<file path="src/inc/serial_cfg_defs.svh">
`ifndef SERIAL_CFG_DEFS_SVH
`define SERIAL_CFG_DEFS_SVH

// Slave address upper six bits
`define SLAVE_ADDR_HI 6'h20
// Register offsets
`define OFS_RECOVERY_MODE 8'h08
`define OFS_ACQUISITION 8'h09
`define OFS_REF_BUFFER 8'h0A
`define OFS_REF_LOCK_CFG 8'h0F
`define OFS_OUTPUT_DRIVER 8'h1E
`define OFS_HIGHEST 8'h1E
// Field positions
`define POS_RATE_MEASURE_ENABLE 1
`define POS_MODE_LO 4
`define POS_MODE_HI 6
`define POS_RESTART_ACQ 6
`define POS_REF_PDN 2
`define POS_RATIO_LO 0
`define POS_RATIO_HI 3
`define POS_BAND_LO 4
`define POS_BAND_HI 5
`define POS_LOL_SRC 6
`define POS_SQUELCH_LVL 1
`define POS_OUT_PDN 4
`define POS_SQUELCH 5
// Reset values
`define RST_RECOVERY_MODE 8'h00
`define RST_ACQUISITION 8'h00
`define RST_REF_BUFFER 8'h05
`define RST_REF_LOCK_CFG 8'h00
`define RST_OUTPUT_DRIVER 8'h00
// Mode encoding
`define MODE_LOCK_TO_REF 3'h2
// Frequency error thresholds in ppm
`define PPM_ASSERT 1000
`define PPM_RELEASE 250

`endif

</file>
<file path="src/inc/serial_cfg_pkg.sv">
package serial_cfg_pkg;
    typedef enum logic [2:0] {
        ST_IDLE,
        ST_ADDR,
        ST_SUBADDR,
        ST_WRITE,
        ST_READ,
        ST_ACK,
        ST_READ_ACK
    } bus_state_type;
endpackage : serial_cfg_pkg

</file>
<file path="src/design/reg_store.sv">
`timescale 1ns/1ps
`default_nettype none
`include "serial_cfg_defs.svh"
module reg_store (
    input wire logic clk_i,
    input wire logic srst_i,
    input wire logic ce_i,
    input wire logic wr_i,
    input wire logic [7:0] addr_i,
    input wire logic [7:0] wdata_i,
    output logic [7:0] rdata_o,
    output logic [7:0] recovery_mode_control_o,
    output logic [7:0] acquisition_control_o,
    output logic [7:0] reference_buffer_control_o,
    output logic [7:0] reference_lock_config_o,
    output logic [7:0] output_driver_control_o
);
    always_ff @(posedge clk_i) begin
        if (srst_i) begin
            recovery_mode_control_o <= `RST_RECOVERY_MODE;
            acquisition_control_o <= `RST_ACQUISITION;
            reference_buffer_control_o <= `RST_REF_BUFFER;
            reference_lock_config_o <= `RST_REF_LOCK_CFG;
            output_driver_control_o <= `RST_OUTPUT_DRIVER;
        end else if (ce_i && wr_i) begin
            case (addr_i)
                `OFS_RECOVERY_MODE: recovery_mode_control_o <= wdata_i;
                `OFS_ACQUISITION: acquisition_control_o <= wdata_i;
                `OFS_REF_BUFFER: reference_buffer_control_o <= wdata_i;
                `OFS_REF_LOCK_CFG: reference_lock_config_o <= wdata_i;
                `OFS_OUTPUT_DRIVER: output_driver_control_o <= wdata_i;
                default: ;
            endcase
        end
    end

    always_ff @(posedge clk_i) begin
        if (srst_i) begin
            rdata_o <= 8'h00;
        end else if (ce_i) begin
            case (addr_i)
                `OFS_RECOVERY_MODE: rdata_o <= recovery_mode_control_o;
                `OFS_ACQUISITION: rdata_o <= acquisition_control_o;
                `OFS_REF_BUFFER: rdata_o <= reference_buffer_control_o;
                `OFS_REF_LOCK_CFG: rdata_o <= reference_lock_config_o;
                `OFS_OUTPUT_DRIVER: rdata_o <= output_driver_control_o;
                default: rdata_o <= 8'h00;
            endcase
        end
    end
endmodule : reg_store
`default_nettype wire

</file>
<file path="src/design/serial_config_and_ref_lock_control.sv">
// Overview of operation
// Output power-down bit fully powers down the serial data output pair.
// Squelch keeps driver on, forcing data to the squelch level bit.
// Slave address is 100000 plus the address select pin.
// Eighth bit after address: 1 read, 0 write.
// Start is data falling while clock high.
// Address byte shifts in MSB first, eight bits.
// Matching address is acknowledged by pulling data low on ninth pulse.
// Mismatched address releases bus and waits for next start.
// First byte is address, second is starting subaddress.
// Further bytes auto-increment the register; stop ends transfer.
// Start or stop at any point returns to idle or restarts.
// Master issues at most one start, one stop, or stop-start per clock high.
// Invalid subaddress gets no acknowledge and returns to idle.
// Reads past the top repeat the highest register until no acknowledge.
// Mode field 2 selects lock to reference; buffer enabled by pdn bit 0.
// Software must not combine rate measurement with lock to reference.
// Lock where data/2^(ratio-1) equals reference/2^band.
// Band field selects one of four reference octaves, default lowest.
// Ratio field n selects ratio two to the n minus one.
// After band or ratio changes, software pulses restart acquisition.
// Tracking compares oscillator to reference; over 1000 ppm asserts lock lost.
// Loss-of-lock source bit 1 compares against data frequency instead.
// Lock lost clears only within 250 ppm, giving hysteresis.
// Harmonic detector disabled in lock to reference mode.
// Bus lines are synchronised and edge detected with the internal clock.
// Restart acquisition fires once on the falling edge of its bit.
`timescale 1ns/1ps
`default_nettype none
`include "serial_cfg_defs.svh"
module serial_config_and_ref_lock_control (
    input wire logic clk_i,
    input wire logic srst_i,
    input wire logic ce_i,
    input wire logic scl_i,
    input wire logic sda_i,
    output logic sda_o,
    output logic sda_oe_n_o,
    input wire logic addr_sel_i,
    input wire logic recovered_data_i,
    input wire logic ref_freq_err_ok_i,
    input wire logic ref_freq_err_bad_i,
    input wire logic data_freq_err_ok_i,
    input wire logic data_freq_err_bad_i,
    output logic serial_data_out_o,
    output logic data_out_powerdown_o,
    output logic lock_to_reference_o,
    output logic ref_buffer_powerdown_o,
    output logic rate_measure_enable_o,
    output logic [1:0] ref_band_field_o,
    output logic [3:0] rate_ratio_field_o,
    output logic lol_data_source_o,
    output logic restart_acquisition_o,
    output logic lock_lost_o,
    output logic harmonic_detect_enable_o
);
    logic [1:0] scl_sync;
    logic [1:0] sda_sync;
    logic [1:0] addr_sel_sync;
    logic scl_prev;
    logic sda_prev;
    logic scl_rise;
    logic scl_fall;
    logic start_seen;
    logic stop_seen;
    serial_cfg_pkg::bus_state_type state;
    serial_cfg_pkg::bus_state_type after_ack;
    logic [7:0] shift;
    logic [3:0] bit_cnt;
    logic [7:0] subaddr;
    logic reg_wr;
    logic [7:0] rdata;
    logic ack_ok;
    logic [7:0] recovery_mode_control;
    logic [7:0] acquisition_control;
    logic [7:0] reference_buffer_control;
    logic [7:0] reference_lock_config;
    logic [7:0] output_driver_control;
    logic restart_prev;
    logic in_ltr;
    logic err_bad;
    logic err_ok;

    function automatic logic valid_subaddr(input logic [7:0] a);
        valid_subaddr = (a == `OFS_RECOVERY_MODE) || (a == `OFS_ACQUISITION) ||
            (a == `OFS_REF_BUFFER) || (a == `OFS_REF_LOCK_CFG) ||
            (a == `OFS_OUTPUT_DRIVER);
    endfunction : valid_subaddr

    // Two-flop synchronisers; edges come from the second stage only
    always_ff @(posedge clk_i) begin
        if (srst_i) begin
            scl_sync <= 2'h3;
            sda_sync <= 2'h3;
            addr_sel_sync <= 2'h0;
            scl_prev <= 1'b1;
            sda_prev <= 1'b1;
        end else if (ce_i) begin
            scl_sync <= {scl_sync[0], scl_i};
            sda_sync <= {sda_sync[0], sda_i};
            addr_sel_sync <= {addr_sel_sync[0], addr_sel_i};
            scl_prev <= scl_sync[1];
            sda_prev <= sda_sync[1];
        end
    end

    assign scl_rise = scl_sync[1] && !scl_prev;
    assign scl_fall = !scl_sync[1] && scl_prev;
    assign start_seen = scl_sync[1] && scl_prev && sda_prev && !sda_sync[1];
    assign stop_seen = scl_sync[1] && scl_prev && !sda_prev && sda_sync[1];

    always_ff @(posedge clk_i) begin
        if (srst_i) begin
            state <= serial_cfg_pkg::ST_IDLE;
            after_ack <= serial_cfg_pkg::ST_IDLE;
            shift <= 8'h00;
            bit_cnt <= 4'h0;
            subaddr <= 8'h00;
            reg_wr <= 1'b0;
            ack_ok <= 1'b0;
            sda_o <= 1'b1;
            sda_oe_n_o <= 1'b1;
        end else if (ce_i) begin
            reg_wr <= 1'b0;
            if (start_seen) begin
                state <= serial_cfg_pkg::ST_ADDR;
                bit_cnt <= 4'h0;
                sda_oe_n_o <= 1'b1;
            end else if (stop_seen) begin
                state <= serial_cfg_pkg::ST_IDLE;
                sda_oe_n_o <= 1'b1;
            end else begin
                case (state)
                    serial_cfg_pkg::ST_IDLE: sda_oe_n_o <= 1'b1;
                    serial_cfg_pkg::ST_ADDR, serial_cfg_pkg::ST_SUBADDR,
                    serial_cfg_pkg::ST_WRITE: begin
                        if (scl_rise && bit_cnt < 4'h8) begin
                            shift <= {shift[6:0], sda_sync[1]};
                            bit_cnt <= bit_cnt + 4'h1;
                        end else if (scl_fall && bit_cnt == 4'h8) begin
                            bit_cnt <= 4'h0;
                            state <= serial_cfg_pkg::ST_ACK;
                            ack_ok <= 1'b0;
                            if (state == serial_cfg_pkg::ST_ADDR) begin
                                if (shift[7:1] == {`SLAVE_ADDR_HI, addr_sel_sync[1]}) begin
                                    ack_ok <= 1'b1;
                                    sda_o <= 1'b0;
                                    sda_oe_n_o <= 1'b0;
                                    after_ack <= shift[0] ? serial_cfg_pkg::ST_READ
                                        : serial_cfg_pkg::ST_SUBADDR;
                                end else begin
                                    state <= serial_cfg_pkg::ST_IDLE;
                                end
                            end else if (state == serial_cfg_pkg::ST_SUBADDR) begin
                                if (valid_subaddr(shift)) begin
                                    subaddr <= shift;
                                    ack_ok <= 1'b1;
                                    sda_o <= 1'b0;
                                    sda_oe_n_o <= 1'b0;
                                    after_ack <= serial_cfg_pkg::ST_WRITE;
                                end else begin
                                    state <= serial_cfg_pkg::ST_IDLE;
                                end
                            end else begin
                                reg_wr <= 1'b1;
                                sda_o <= 1'b0;
                                sda_oe_n_o <= 1'b0;
                                ack_ok <= 1'b1;
                                after_ack <= serial_cfg_pkg::ST_WRITE;
                            end
                        end
                    end
                    serial_cfg_pkg::ST_ACK: begin
                        if (scl_fall) begin
                            sda_oe_n_o <= 1'b1;
                            if (after_ack == serial_cfg_pkg::ST_READ) begin
                                sda_o <= rdata[7];
                                sda_oe_n_o <= !ack_ok;
                                shift <= {rdata[6:0], 1'b0};
                                bit_cnt <= 4'h1;
                            end
                            state <= after_ack;
                        end
                    end
                    serial_cfg_pkg::ST_READ: begin
                        if (scl_fall) begin
                            if (bit_cnt == 4'h8) begin
                                sda_oe_n_o <= 1'b1;
                                state <= serial_cfg_pkg::ST_READ_ACK;
                                if (subaddr < `OFS_HIGHEST) begin
                                    subaddr <= subaddr + 8'h01;
                                end
                            end else begin
                                sda_o <= shift[7];
                                shift <= {shift[6:0], 1'b0};
                                bit_cnt <= bit_cnt + 4'h1;
                            end
                        end
                    end
                    serial_cfg_pkg::ST_READ_ACK: begin
                        if (scl_rise) begin
                            if (sda_sync[1]) begin
                                state <= serial_cfg_pkg::ST_IDLE;
                            end else begin
                                ack_ok <= 1'b1;
                                after_ack <= serial_cfg_pkg::ST_READ;
                                state <= serial_cfg_pkg::ST_ACK;
                            end
                        end
                    end
                    default: state <= serial_cfg_pkg::ST_IDLE;
                endcase
            end
            if (reg_wr && subaddr < `OFS_HIGHEST) begin
                subaddr <= subaddr + 8'h01;
            end
        end
    end

    reg_store u_reg_store (
        .clk_i(clk_i),
        .srst_i(srst_i),
        .ce_i(ce_i),
        .wr_i(reg_wr),
        .addr_i(subaddr),
        .wdata_i(shift),
        .rdata_o(rdata),
        .recovery_mode_control_o(recovery_mode_control),
        .acquisition_control_o(acquisition_control),
        .reference_buffer_control_o(reference_buffer_control),
        .reference_lock_config_o(reference_lock_config),
        .output_driver_control_o(output_driver_control)
    );

    assign in_ltr = recovery_mode_control[`POS_MODE_HI:`POS_MODE_LO] == `MODE_LOCK_TO_REF;
    assign err_bad = reference_lock_config[`POS_LOL_SRC] ? data_freq_err_bad_i
        : ref_freq_err_bad_i;
    assign err_ok = reference_lock_config[`POS_LOL_SRC] ? data_freq_err_ok_i
        : ref_freq_err_ok_i;

    always_ff @(posedge clk_i) begin
        if (srst_i) begin
            serial_data_out_o <= 1'b0;
            data_out_powerdown_o <= 1'b0;
        end else if (ce_i) begin
            data_out_powerdown_o <= output_driver_control[`POS_OUT_PDN];
            if (output_driver_control[`POS_SQUELCH]) begin
                serial_data_out_o <= output_driver_control[`POS_SQUELCH_LVL];
            end else begin
                serial_data_out_o <= recovered_data_i;
            end
        end
    end

    always_ff @(posedge clk_i) begin
        if (srst_i) begin
            lock_to_reference_o <= 1'b0;
            ref_buffer_powerdown_o <= 1'b1;
            rate_measure_enable_o <= 1'b0;
            ref_band_field_o <= 2'h0;
            rate_ratio_field_o <= 4'h0;
            lol_data_source_o <= 1'b0;
            harmonic_detect_enable_o <= 1'b1;
        end else if (ce_i) begin
            lock_to_reference_o <= in_ltr;
            ref_buffer_powerdown_o <= reference_buffer_control[`POS_REF_PDN];
            rate_measure_enable_o <= recovery_mode_control[`POS_RATE_MEASURE_ENABLE];
            ref_band_field_o <= reference_lock_config[`POS_BAND_HI:`POS_BAND_LO];
            rate_ratio_field_o <= reference_lock_config[`POS_RATIO_HI:`POS_RATIO_LO];
            lol_data_source_o <= reference_lock_config[`POS_LOL_SRC];
            harmonic_detect_enable_o <= !in_ltr;
        end
    end

    // Restart pulse on the 1-to-0 transition of the bit
    always_ff @(posedge clk_i) begin
        if (srst_i) begin
            restart_prev <= 1'b0;
            restart_acquisition_o <= 1'b0;
        end else if (ce_i) begin
            restart_prev <= acquisition_control[`POS_RESTART_ACQ];
            restart_acquisition_o <= restart_prev &&
                !acquisition_control[`POS_RESTART_ACQ];
        end
    end

    // Hysteresis: set above 1000 ppm, clear within 250 ppm
    always_ff @(posedge clk_i) begin
        if (srst_i) begin
            lock_lost_o <= 1'b1;
        end else if (ce_i) begin
            if (restart_acquisition_o) begin
                lock_lost_o <= 1'b1;
            end else if (err_bad) begin
                lock_lost_o <= 1'b1;
            end else if (err_ok) begin
                lock_lost_o <= 1'b0;
            end
        end
    end
endmodule : serial_config_and_ref_lock_control
`default_nettype wire

</file>
<file path="config.mk">
export PLATFORM = sky130hd
export DESIGN_NAME = serial_config_and_ref_lock_control
export DESIGN_NICKNAME = d
export VERILOG_FILES = /design/src/inc/serial_cfg_pkg.sv /design/src/design/reg_store.sv /design/src/design/serial_config_and_ref_lock_control.sv
export VERILOG_INCLUDE_DIRS = /design/src /design/src/inc
export SDC_FILE = /design/constraint.sdc
export NUM_CORES = 1
export LEC_CHECK = 0
export BUFFER_PORTS_ARGS = -buffer_cell sky130_fd_sc_hd__clkbuf_2
export CAP_MARGIN = 20
export CORE_MARGIN = 2
export CORE_UTILIZATION = 38
export DETAILED_ROUTE_END_ITERATION = 8
export GPL_ROUTABILITY_DRIVEN = 0
export PLACE_DENSITY = 0.56
export SLEW_MARGIN = 10
export SYNTH_ARGS = -nofsm -noshare
export SYNTH_HDL_FRONTEND = slang
export SYNTH_HIERARCHICAL = 1
export SYNTH_SLANG_ARGS = --single-unit
</file>
<file path="constraint.sdc">
create_clock -name clk_i -period 2.25 [get_ports clk_i]
set_clock_uncertainty 0.05 [all_clocks]
set_input_delay 0.225 -clock clk_i [delete_from_list [all_inputs] [get_ports clk_i]]
set_output_delay 0.225 -clock clk_i [all_outputs]
set_load 0.02 [all_outputs]
</file>
==> results.py, run 1 <==
metrics = {
    "grt": {
        "gr-total-overflow": 0,
        "grt_pass1_vias": 4086,
        "antenna_found_initial": 0,
        "grt_usage_pct": 19.3,
        "grt_max_degree": 81,
        "grt_pass1_wl_um": 21700,
    },
    "yosys": {
        "synth_top_area_cell": "dfxtp_1",
        "synthDominantCellAreaShare_pct": 40.7,
        "yosysMostFrequentCell": "dfxtp_1",
        "async_flop_share_pct": 0,
        "ys_ff_latch": 102,
        "ys_seq_area_share_pct": 40.7,
        "synth_area_um2": 5010,
        "postSynthNetCount": 569,
        "synth_cells": 555,
        "synth_edf_count": 0,
        "synthTopCellsByArea": "dfxtp_1 41%, mux2i_1 14%, nor2_1 6.4%",
        "synth_warnings": 6,
        "synth_commonest_cells": "102 x dfxtp_1, 86 x nor2_1, 72 x mux2i_1, 47 x nand2_1, 21 x clkbuf_1",
        "ys.flop_type": "dfxtp_1",
        "syn_avg_cell_area_um2": 9.03,
        "synth.distinct_cells": 74,
    },
    "timing": {
        "fmax_mhz": 480,
        "fin_crit_ns": 2.08,
        "hold_violations": 0,
        "final-setup-viol-count": 0,
        "rsz0062_at_grt": "false",
        "tightest_slew_ns": 0.658,
        "drv_slew": 0,
        "timing.final.crit_share_pct": 92.6,
        "slew_headroom_pct": 56.1,
        "setup_tns_ns": 0,
        "layout_setup_ws_ns": 0.167,
    },
    "final_layout": {
        "final_layout_size_suffix_gt1_share_pct": 17.2,
        "final_util_pct": 45.4,
        "fin_nets": 602,
        "syn2layout_area_growth_pct": 15.8,
        "antennaDiodeCount": 0,
    },
    "floorplan": {
        "die-width_um": 119,
        "coreArea_um2": 12800,
        "ios": 28,
        "initial_core_util_pct": 39.2,
        "dieArea_um2": 14100,
        "die_y_um": 119,
        "rows": 41,
    },
    "worst_setup_path": {
        "cp_slowest_stage_delay_ns": 0.50,
        "crit_type": "reg2reg",
        "critical_path_buf_inv_count": 1,
        "path_max_fanout": 15,
        "required_ns": 2.46,
        "cpMaxStageDelayCell": "dfxtp_1",
        "critical_path_arrival_ns": 2.29,
        "crit_chain": "nor3b_4 > a22oi_1 > o21ai_2 > and4b_1 > buf_12 > nor2_1 > a311oi_1",
        "crit_path_end_kind": "register",
        "start_kind": "register",
        "crit_family": "simple AND/OR/NAND/NOR gates",
    },
    "power_and_ir_drop": {
        "peakVddDrop_uv": 602,
        "p_per_area_nw_per_um2": 646,
        "leakage_nw": 2.24,
    },
    "clock_tree": {
        "clock_sink_count": 102,
        "numCtsBuffers": 9,
        "cts.root.buffer_cell": "clkbuf_16",
        "clock_latency_ns": 0.36,
        "htreeDepth": 3,
        "clk_pin_slew_ns": 0.07,
        "holdBufCountCts": 0,
        "cts_tree": "done",
        "cts_buffer_depth": 2,
    },
    "routing": {
        "vias": 4214,
        "wl_per_cell_um": 17.0,
        "drc": 0,
        "viasPerCell": 5.51,
        "wl_um": 13000,
        "first_pass_iters": 4,
        "drt_iter0_drc": 325,
        "antenna_left": 0,
    },
    "placed_design": {
        "portBuffers": 27,
        "dp_worst_setup_slack_ns": 0.159,
        "dp_hpwl_um": 8890,
    },
    "hold_path": {
        "min-delay-path-class": "in2reg",
    },
    "run": {
        "maxCapViolations": 0,
    },
    "outcome": {
        "outcome": "finished clean",
    },
}
cell families (layout without fill, tap and decap cells):
kind of cell | Yosys count | after routing | synth area share (%)
and+or+nand+nor | 220 | 220 | 22.8
xor gates and xnor gates | 2 | 2 | 0.350
AOI/OAI and AO/OA | 105 | 105 | 16.1
muxes | 74 | 74 | 14.8
adders and majority gates | 3 | 3 | 0.749
DFF | 102 | 102 | 40.7
buffers and inverters | 49 | 87 | 4.39
what timing repair did:
action                     CTS  global route
buffers inserted             0             1
setup endpoints to repair    0            13
resized for setup            0             2
where the power goes:
part           internal [W]  switching [W]
sequential          0.00183      0.0000248
combinational     0.0000985       0.000154
clock              0.000913       0.000730
total               0.00284       0.000909
final cells by class:
type / count / area [µm²]
Tap cell: 172 / 215
Timing Repair Buffer: 63 / 443
Multi-Input combinational cell: 404 / 2760
Clock buffer: 10 / 239
Fill cell: 1255 / 6970
Inverter: 8 / 30.0
Clock inverter: 6 / 75.1
Sequential cell: 102 / 2040
cells in the final DEF, fill, tap and decap left out, drive strengths merged, types with 15 or more instances in the layout:
master    n
mux2i    72
a21oi    19
clkbuf   36
nor2     88
buf      37
nand3    16
dfxtp   102
a311oi   15
nand2    47
final timing paths:
path / slack [ns] / from / endpoint / cells after the start
worst max register to register: 0.17 / state[1] / shift[1] / 7
worst max-delay path: 0.17 / state[1] / shift[1] / 7
worst min register to register: 0.42 / lock_to_reference_o / lock_to_reference_o / 2
worst min-delay path: 0.04 / scl_i / scl_sync[0] / 3
worst reg2reg max path, stage by stage (launching register included):
cell,delay (ns)
dfxtp_1,0.50
nor3b_4,0.38
a22oi_1,0.15
o21ai_2,0.20
and4b_1,0.28
buf_12,0.16
nor2_1,0.05
a311oi_1,0.23
per-stage QoR:
step	instance area [µm²]	total power, W	hold WS (ns)	instances
after floorplan	5010	0.00206	0.303	555
after global placement	5470	0.00214	0.391	748
after detailed placement	5470	0.00215	0.404	748
after CTS	5790	0.00380	0.0330	764
after global routing	5800	0.00390	0.0456	765
final	5800	0.00375	0.0428	765
registers in the layout, summed over array words and instances (netlist names), 2 cells and up:
register,count
shift,8
subaddr,8
u_reg_store/acquisition_control_o,8
u_reg_store/output_driver_control_o,8
u_reg_store/rdata_o,8
u_reg_store/recovery_mode_control_o,8
u_reg_store/reference_buffer_control_o,8
u_reg_store/reference_lock_config_o,8
bit_cnt,4
rate_ratio_field_o,4
after_ack,3
state,3
addr_sel_sync,2
ref_band_field_o,2
scl_sync,2
sda_sync,2
layer usage:
layer  up-vias  track usage (%)  part of all wire, %
li1       2067                -                    -
met2        75             31.6                   48
met5         -                0                    0
met4         0             7.81                  2.3
met1      2044             24.8                   47
met3        28             4.17                  2.9
Power figures use the tool's default switching activity.
==> inputs of run 2 (changes only) <==
- BUFFER_PORTS_ARGS: -buffer_cell sky130_fd_sc_hd__clkbuf_2 -> unset
- CTS_BUF_LIST: unset -> sky130_fd_sc_hd__clkbuf_4
- DONT_BUFFER_PORTS: unset -> 1
- PLACE_DENSITY: 0.56 -> 0.54
- SKIP_LAST_GASP: unset -> 1
==> run 2 against run 1 <==
  * Via count is essentially flat
  * Clock power decreased by 43%
  * Global-route usage is 0.21 points higher
  * Cell area fell by 1.7%
  * Utilization decreased by 0.76 points
  * Register-to-register slack got worse by 0.05 ns
  * Maximum frequency down 2.3%
  * Critical endpoint is now state[1]
  * Largest power group unchanged
==> results.py, run 2 (synthesis results as in run 1) <==
metrics = {
    "outcome": {
        "outcome": "finished clean",
    },
    "worst_setup_path": {
        "cpMaxStageDelayCell": "o32ai_4",
        "rrSetupSlack_ns": 0.12,
        "path_max_fanout": 5,
        "crit_type": "reg2reg",
        "critical_path_arrival_ns": 2.46,
        "crit_path_end_kind": "register",
        "crit_chain": "inv_1 > ha_1 > nand3b_1 > o21bai_1 > nand2_1 > o32ai_4 > mux2i_1 > nor2_1",
        "r2r-end": "state[1]",
        "start_kind": "register",
        "critical_path_buf_inv_count": 1,
        "crit_end": "state[1]",
        "cp_slowest_stage_delay_ns": 0.42,
        "reg2reg_depth": 8,
        "r2r-start": "bit_cnt[0]",
        "crit_family": "compound AO/OA/AOI/OAI gates",
        "startpoint": "bit_cnt[0]",
        "required_ns": 2.58,
        "cp.depth": 8,
    },
    "final_layout": {
        "fillers": 1280,
        "final_layout_size_suffix_gt1_share_pct": 15.0,
        "fin_nets": 594,
        "syn2layout_area_growth_pct": 13.9,
        "final_util_pct": 44.7,
        "layout.cells.most_common_list": "100 x dfxtp_1, 86 x nor2_1, 72 x mux2i_1",
        "final_common_cell": "dfxtp_1",
        "fin_cells": 758,
    },
    "timing": {
        "fin_crit_ns": 2.13,
        "tightest_slew_ns": 0.727,
        "hold_violations": 0,
        "final-setup-viol-count": 0,
        "rsz0062_at_grt": "true",
        "fmax_mhz": 469,
        "slew_headroom_pct": 50.8,
        "hold_slack_ns": 0.0565,
        "timing.final.crit_share_pct": 94.7,
        "drv_slew": 0,
    },
    "grt": {
        "gr-total-overflow": 0,
        "antenna_found_initial": 1,
        "grt_pass1_wl_um": 21800,
        "grt_max_degree": 94,
        "grt_usage_pct": 19.6,
        "grt_pass1_vias": 4080,
    },
    "hold_path": {
        "min-delay-path-class": "in2reg",
        "hold_depth": 2,
    },
    "floorplan": {
        "initial_core_util_pct": 39.2,
        "coreArea_um2": 12800,
        "ios": 28,
        "rows": 41,
        "dieArea_um2": 14100,
        "die-width_um": 119,
        "die_y_um": 119,
    },
    "clock_tree": {
        "clock_latency_ns": 0.48,
        "cts_buffer_depth": 2,
        "clk_pin_slew_ns": 0.17,
        "cts_tree": "done",
        "clock_sink_count": 102,
        "numCtsBuffers": 9,
        "htreeDepth": 3,
        "cts.root.buffer_cell": "clkbuf_4",
    },
    "power_and_ir_drop": {
        "power_frac_clock_pct": 30.6,
        "p_int_w": 0.00219,
        "seqPwrFrac_pct": 60.9,
        "pwr-share-comb_pct": 8.5,
        "peakVddDrop_uv": 573,
        "swShare_pct": 28.2,
        "p_switching_w": 0.000863,
        "p_per_area_nw_per_um2": 536,
        "leakage_nw": 2.14,
    },
    "placed_design": {
        "place_inst": 728,
        "portBuffers": 0,
        "dp_hpwl_um": 8960,
    },
    "routing": {
        "antenna_left": 0,
        "first_pass_iters": 4,
        "drc": 0,
        "vias": 4212,
        "drt_iter0_drc": 360,
        "wl_per_cell_um": 17.9,
        "wl_um": 13600,
        "viasPerCell": 5.56,
    },
    "run": {
        "maxCapViolations": 0,
    },
}
[run 2: power groups by stage]
stage | sequential (W) | combinational [W] | clock [W]
2_1_floorplan | 0.00189 | 0.000170 | 0
3_3_place_gp | 0.00190 | 0.000188 | 0
3_5_place_dp | 0.00190 | 0.000190 | 0
4_1_cts | 0.00186 | 0.000254 | 0.000982
5_1_grt | 0.00187 | 0.000284 | 0.00105
6_report | 0.00186 | 0.000260 | 0.000937
[run 2: what timing repair did]
item                                    in CTS  in global routing
endpoints found under the setup margin       8                  8
hold buffers                                10                  0
hold endpoints to repair                    97                  0
gates resized for setup                      1                  5
pin swaps                                    0                  2
buffers inserted                             0                  3
[run 2: metrics by stage]
step,setup slack [ns],TNS (ns),cell area [µm²],power [W]
detailed placement,-0.0460,-0.0460,5380,0.00209
floorplan,0.334,0,5010,0.00206
global route,-0.0115,-0.0115,5710,0.00320
global placement,-0.0841,-0.171,5380,0.00208
finish,0.118,0,5710,0.00306
CTS,0.0787,0,5650,0.00310
[run 2: how the worst min path moves through the flow]
stage	startpoint	endpoint	slack [ns]
CTS	ce_i	serial_data_out_o	0.009
floorplan	scl_i	scl_sync[0]	0.30
detailed placement	srst_i	bit_cnt[1]	0.26
global route	ce_i	serial_data_out_o	0.03
finish	srst_i	subaddr[1]	0.06
global placement	srst_i	bit_cnt[1]	0.25
[run 2: cell type report]
class                           instances  area (µm²)  area share, %
Inverter                                8        30.0          0.526
Sequential cell                       102        2040           35.8
Timing Repair Buffer                   55         498           8.73
Clock inverter                          7        67.6           1.18
Clock buffer                            9        67.6           1.18
Multi-Input combinational cell        404        2780           48.7
Tap cell                              172         215           3.77
Antenna cell                            1        2.50         0.0439
[run 2: metal layers]
layer  part of all wire, %  wire [µm]  global-route usage [%]
met5                     0          0                       0
met1                    45       6140                    25.4
met2                    49       6590                    31.3
met4                   1.8        242                    7.66
met3                   4.3        578                    4.74
[run 2: worst reg2reg max path, cell delays in order, from the launching register on]
cell and delay (ns):
dfxtp_2 0.37, inv_1 0.06, ha_1 0.15, nand3b_1 0.18
o21bai_1 0.28, nand2_1 0.21, o32ai_4 0.42, mux2i_1 0.26
nor2_1 0.05
==> inputs of run 3 (changes only) <==
--- a/constraint.sdc
+++ b/constraint.sdc
@@ -3,3 +3,3 @@
 set_input_delay 0.225 -clock clk_i [delete_from_list [all_inputs] [get_ports clk_i]]
 set_output_delay 0.225 -clock clk_i [all_outputs]
-set_load 0.02 [all_outputs]
+set_load 0.1 [all_outputs]
==> run 3 against run 2 <==
  * Cell area increased by 0.50%
  * Setup slack got worse by 0.062 ns
  * Sequential share of layout area shrank 0.18 points
  * Critical endpoint is now after_ack[0]
  * Clock power rose by 9%
  * Hold slack about the same
  * Maximum frequency fell by 2.8%
  * Register-to-register slack worse by 0.06 ns
==> results.py, run 3 (synthesis results as in run 1) <==
metrics = {
    "routing": {
        "drt_iter0_drc": 326,
        "drc": 0,
        "antenna_left": 0,
        "wl_um": 13400,
        "wl_per_cell_um": 17.5,
        "viasPerCell": 5.49,
        "first_pass_iters": 5,
        "vias": 4198,
    },
    "worst_setup_path": {
        "reg2reg_depth": 8,
        "cpMaxStageDelayCell": "nor4_4",
        "crit_path_frequent_cell": "nand2_1",
        "cp_slowest_stage_delay_ns": 0.44,
        "critical_path_arrival_ns": 2.54,
        "required_ns": 2.60,
        "crit_type": "reg2reg",
        "crit_path_end_kind": "register",
        "rrSetupSlack_ns": 0.06,
        "path_max_fanout": 6,
        "start_kind": "register",
        "crit_chain": "inv_1 > ha_1 > nand3b_1 > o21bai_2 > nand2_1 > nor4_4 > nand2_1 > o31ai_1",
    },
    "floorplan": {
        "ios": 28,
        "die-width_um": 119,
        "initial_core_util_pct": 39.2,
        "coreArea_um2": 12800,
        "rows": 41,
        "die_y_um": 119,
        "dieArea_um2": 14100,
    },
    "final_layout": {
        "fillers": 1261,
        "final_util_pct": 44.9,
        "final_common_cell": "dfxtp_1",
        "syn2layout_area_growth_pct": 14.4,
        "final_layout_size_suffix_gt1_share_pct": 15.9,
        "layout.cells.most_common_list": "100 x dfxtp_1, 86 x nor2_1, 72 x mux2i_1",
        "fin_cells": 765,
        "fin_nets": 601,
    },
    "clock_tree": {
        "htreeDepth": 3,
        "cts_buffer_depth": 2,
        "numCtsBuffers": 9,
        "cts.root.buffer_cell": "clkbuf_4",
        "cts_tree": "done",
        "clk_pin_slew_ns": 0.17,
        "clock_latency_ns": 0.50,
        "clock_sink_count": 102,
    },
    "timing": {
        "timing.final.crit_share_pct": 97.5,
        "final-setup-viol-count": 0,
        "fmax_mhz": 456,
        "layout_setup_ws_ns": 0.0568,
        "hold_violations": 0,
        "drv_slew": 0,
        "setup_tns_ns": 0,
        "tightest_slew_ns": 0.690,
        "fin_crit_ns": 2.19,
        "slew_headroom_pct": 54.0,
    },
    "grt": {
        "grt_pass1_wl_um": 21900,
        "antenna_found_initial": 1,
        "gr-total-overflow": 0,
        "grt_usage_pct": 19.6,
        "grt_pass1_vias": 4059,
        "grt_max_degree": 94,
    },
    "outcome": {
        "outcome": "finished clean",
    },
    "power_and_ir_drop": {
        "leakage_nw": 2.17,
        "peakVddDrop_uv": 436,
        "p_per_area_nw_per_um2": 551,
    },
    "run": {
        "maxCapViolations": 0,
    },
    "placed_design": {
        "place_inst": 734,
        "dp_worst_setup_slack_ns": 0.0806,
        "dp_hpwl_um": 8870,
        "portBuffers": 0,
    },
    "hold_path": {
        "hold_depth": 2,
        "min-delay-path-class": "in2reg",
    },
}
==> run 3: path summary, 6_finish.rpt <==
| path | endpoint | startpoint |
|---|---|---|
| min reg2reg | lock_to_reference_o | lock_to_reference_o |
| min | u_reg_store/rdata_o[6] | ce_i |
| max | after_ack[0] | bit_cnt[0] |
| max reg2reg | after_ack[0] | bit_cnt[0] |
==> run 3: final cells by class <==
type	instances	area (µm²)	area share (%)
inverter	8	30.0	0.524
sequential	102	2040	35.6
tap	172	215	3.75
timing repair buffer	62	538	9.38
multi-input combinational	404	2760	48.1
clock inverter	6	70.1	1.22
antenna	1	2.50	0.0436
clock buffer	10	75.1	1.31
==> run 3: per-layer routing <==
layer  GRT usage (%)  wire (µm)  vias up
met5               0          0        -
met1            25.7       6440     2026
met2            31.8       6170       76
li1                -          -     2074
met4            6.85        322        0
met3            4.55        493       22
==> run 3: timing repair <==
| action | CTS | global route |
|---|---|---|
| endpoints found under the setup margin | 0 | 16 |
| hold buffers | 10 | 0 |
| endpoints found under the hold margin | 97 | 0 |
| setup buffers | 0 | 4 |
| resized for setup | 0 | 4 |
==> run 3: worst max-delay path, delay by kind of cell, from the launching register on <==
family / cells / cell delay [ns]
AOI/OAI and AO/OA: 2 / 0.50
adders and majority gates: 1 / 0.15
buffers and inverters: 1 / 0.08
DFF: 1 / 0.39
and+or+nand+nor: 4 / 0.91
==> run 3: where the power goes <==
group / switching, W / internal (W) / leakage [nW]
registers: 0.0000253 / 0.00183 / 0.826
clock network: 0.000663 / 0.000361 / 0.0766
logic: 0.000171 / 0.000105 / 1.27
==> run 3: per-stage QoR <==
step / area [µm²] / total power [W] / hold slack [ns]
after floorplan: 5010 / 0.00208 / 0.303
after global placement: 5410 / 0.00210 / 0.255
after detailed placement: 5410 / 0.00211 / 0.259
after CTS: 5690 / 0.00319 / 0.0137
after global routing: 5740 / 0.00330 / 0.0247
final: 5740 / 0.00316 / 0.0561
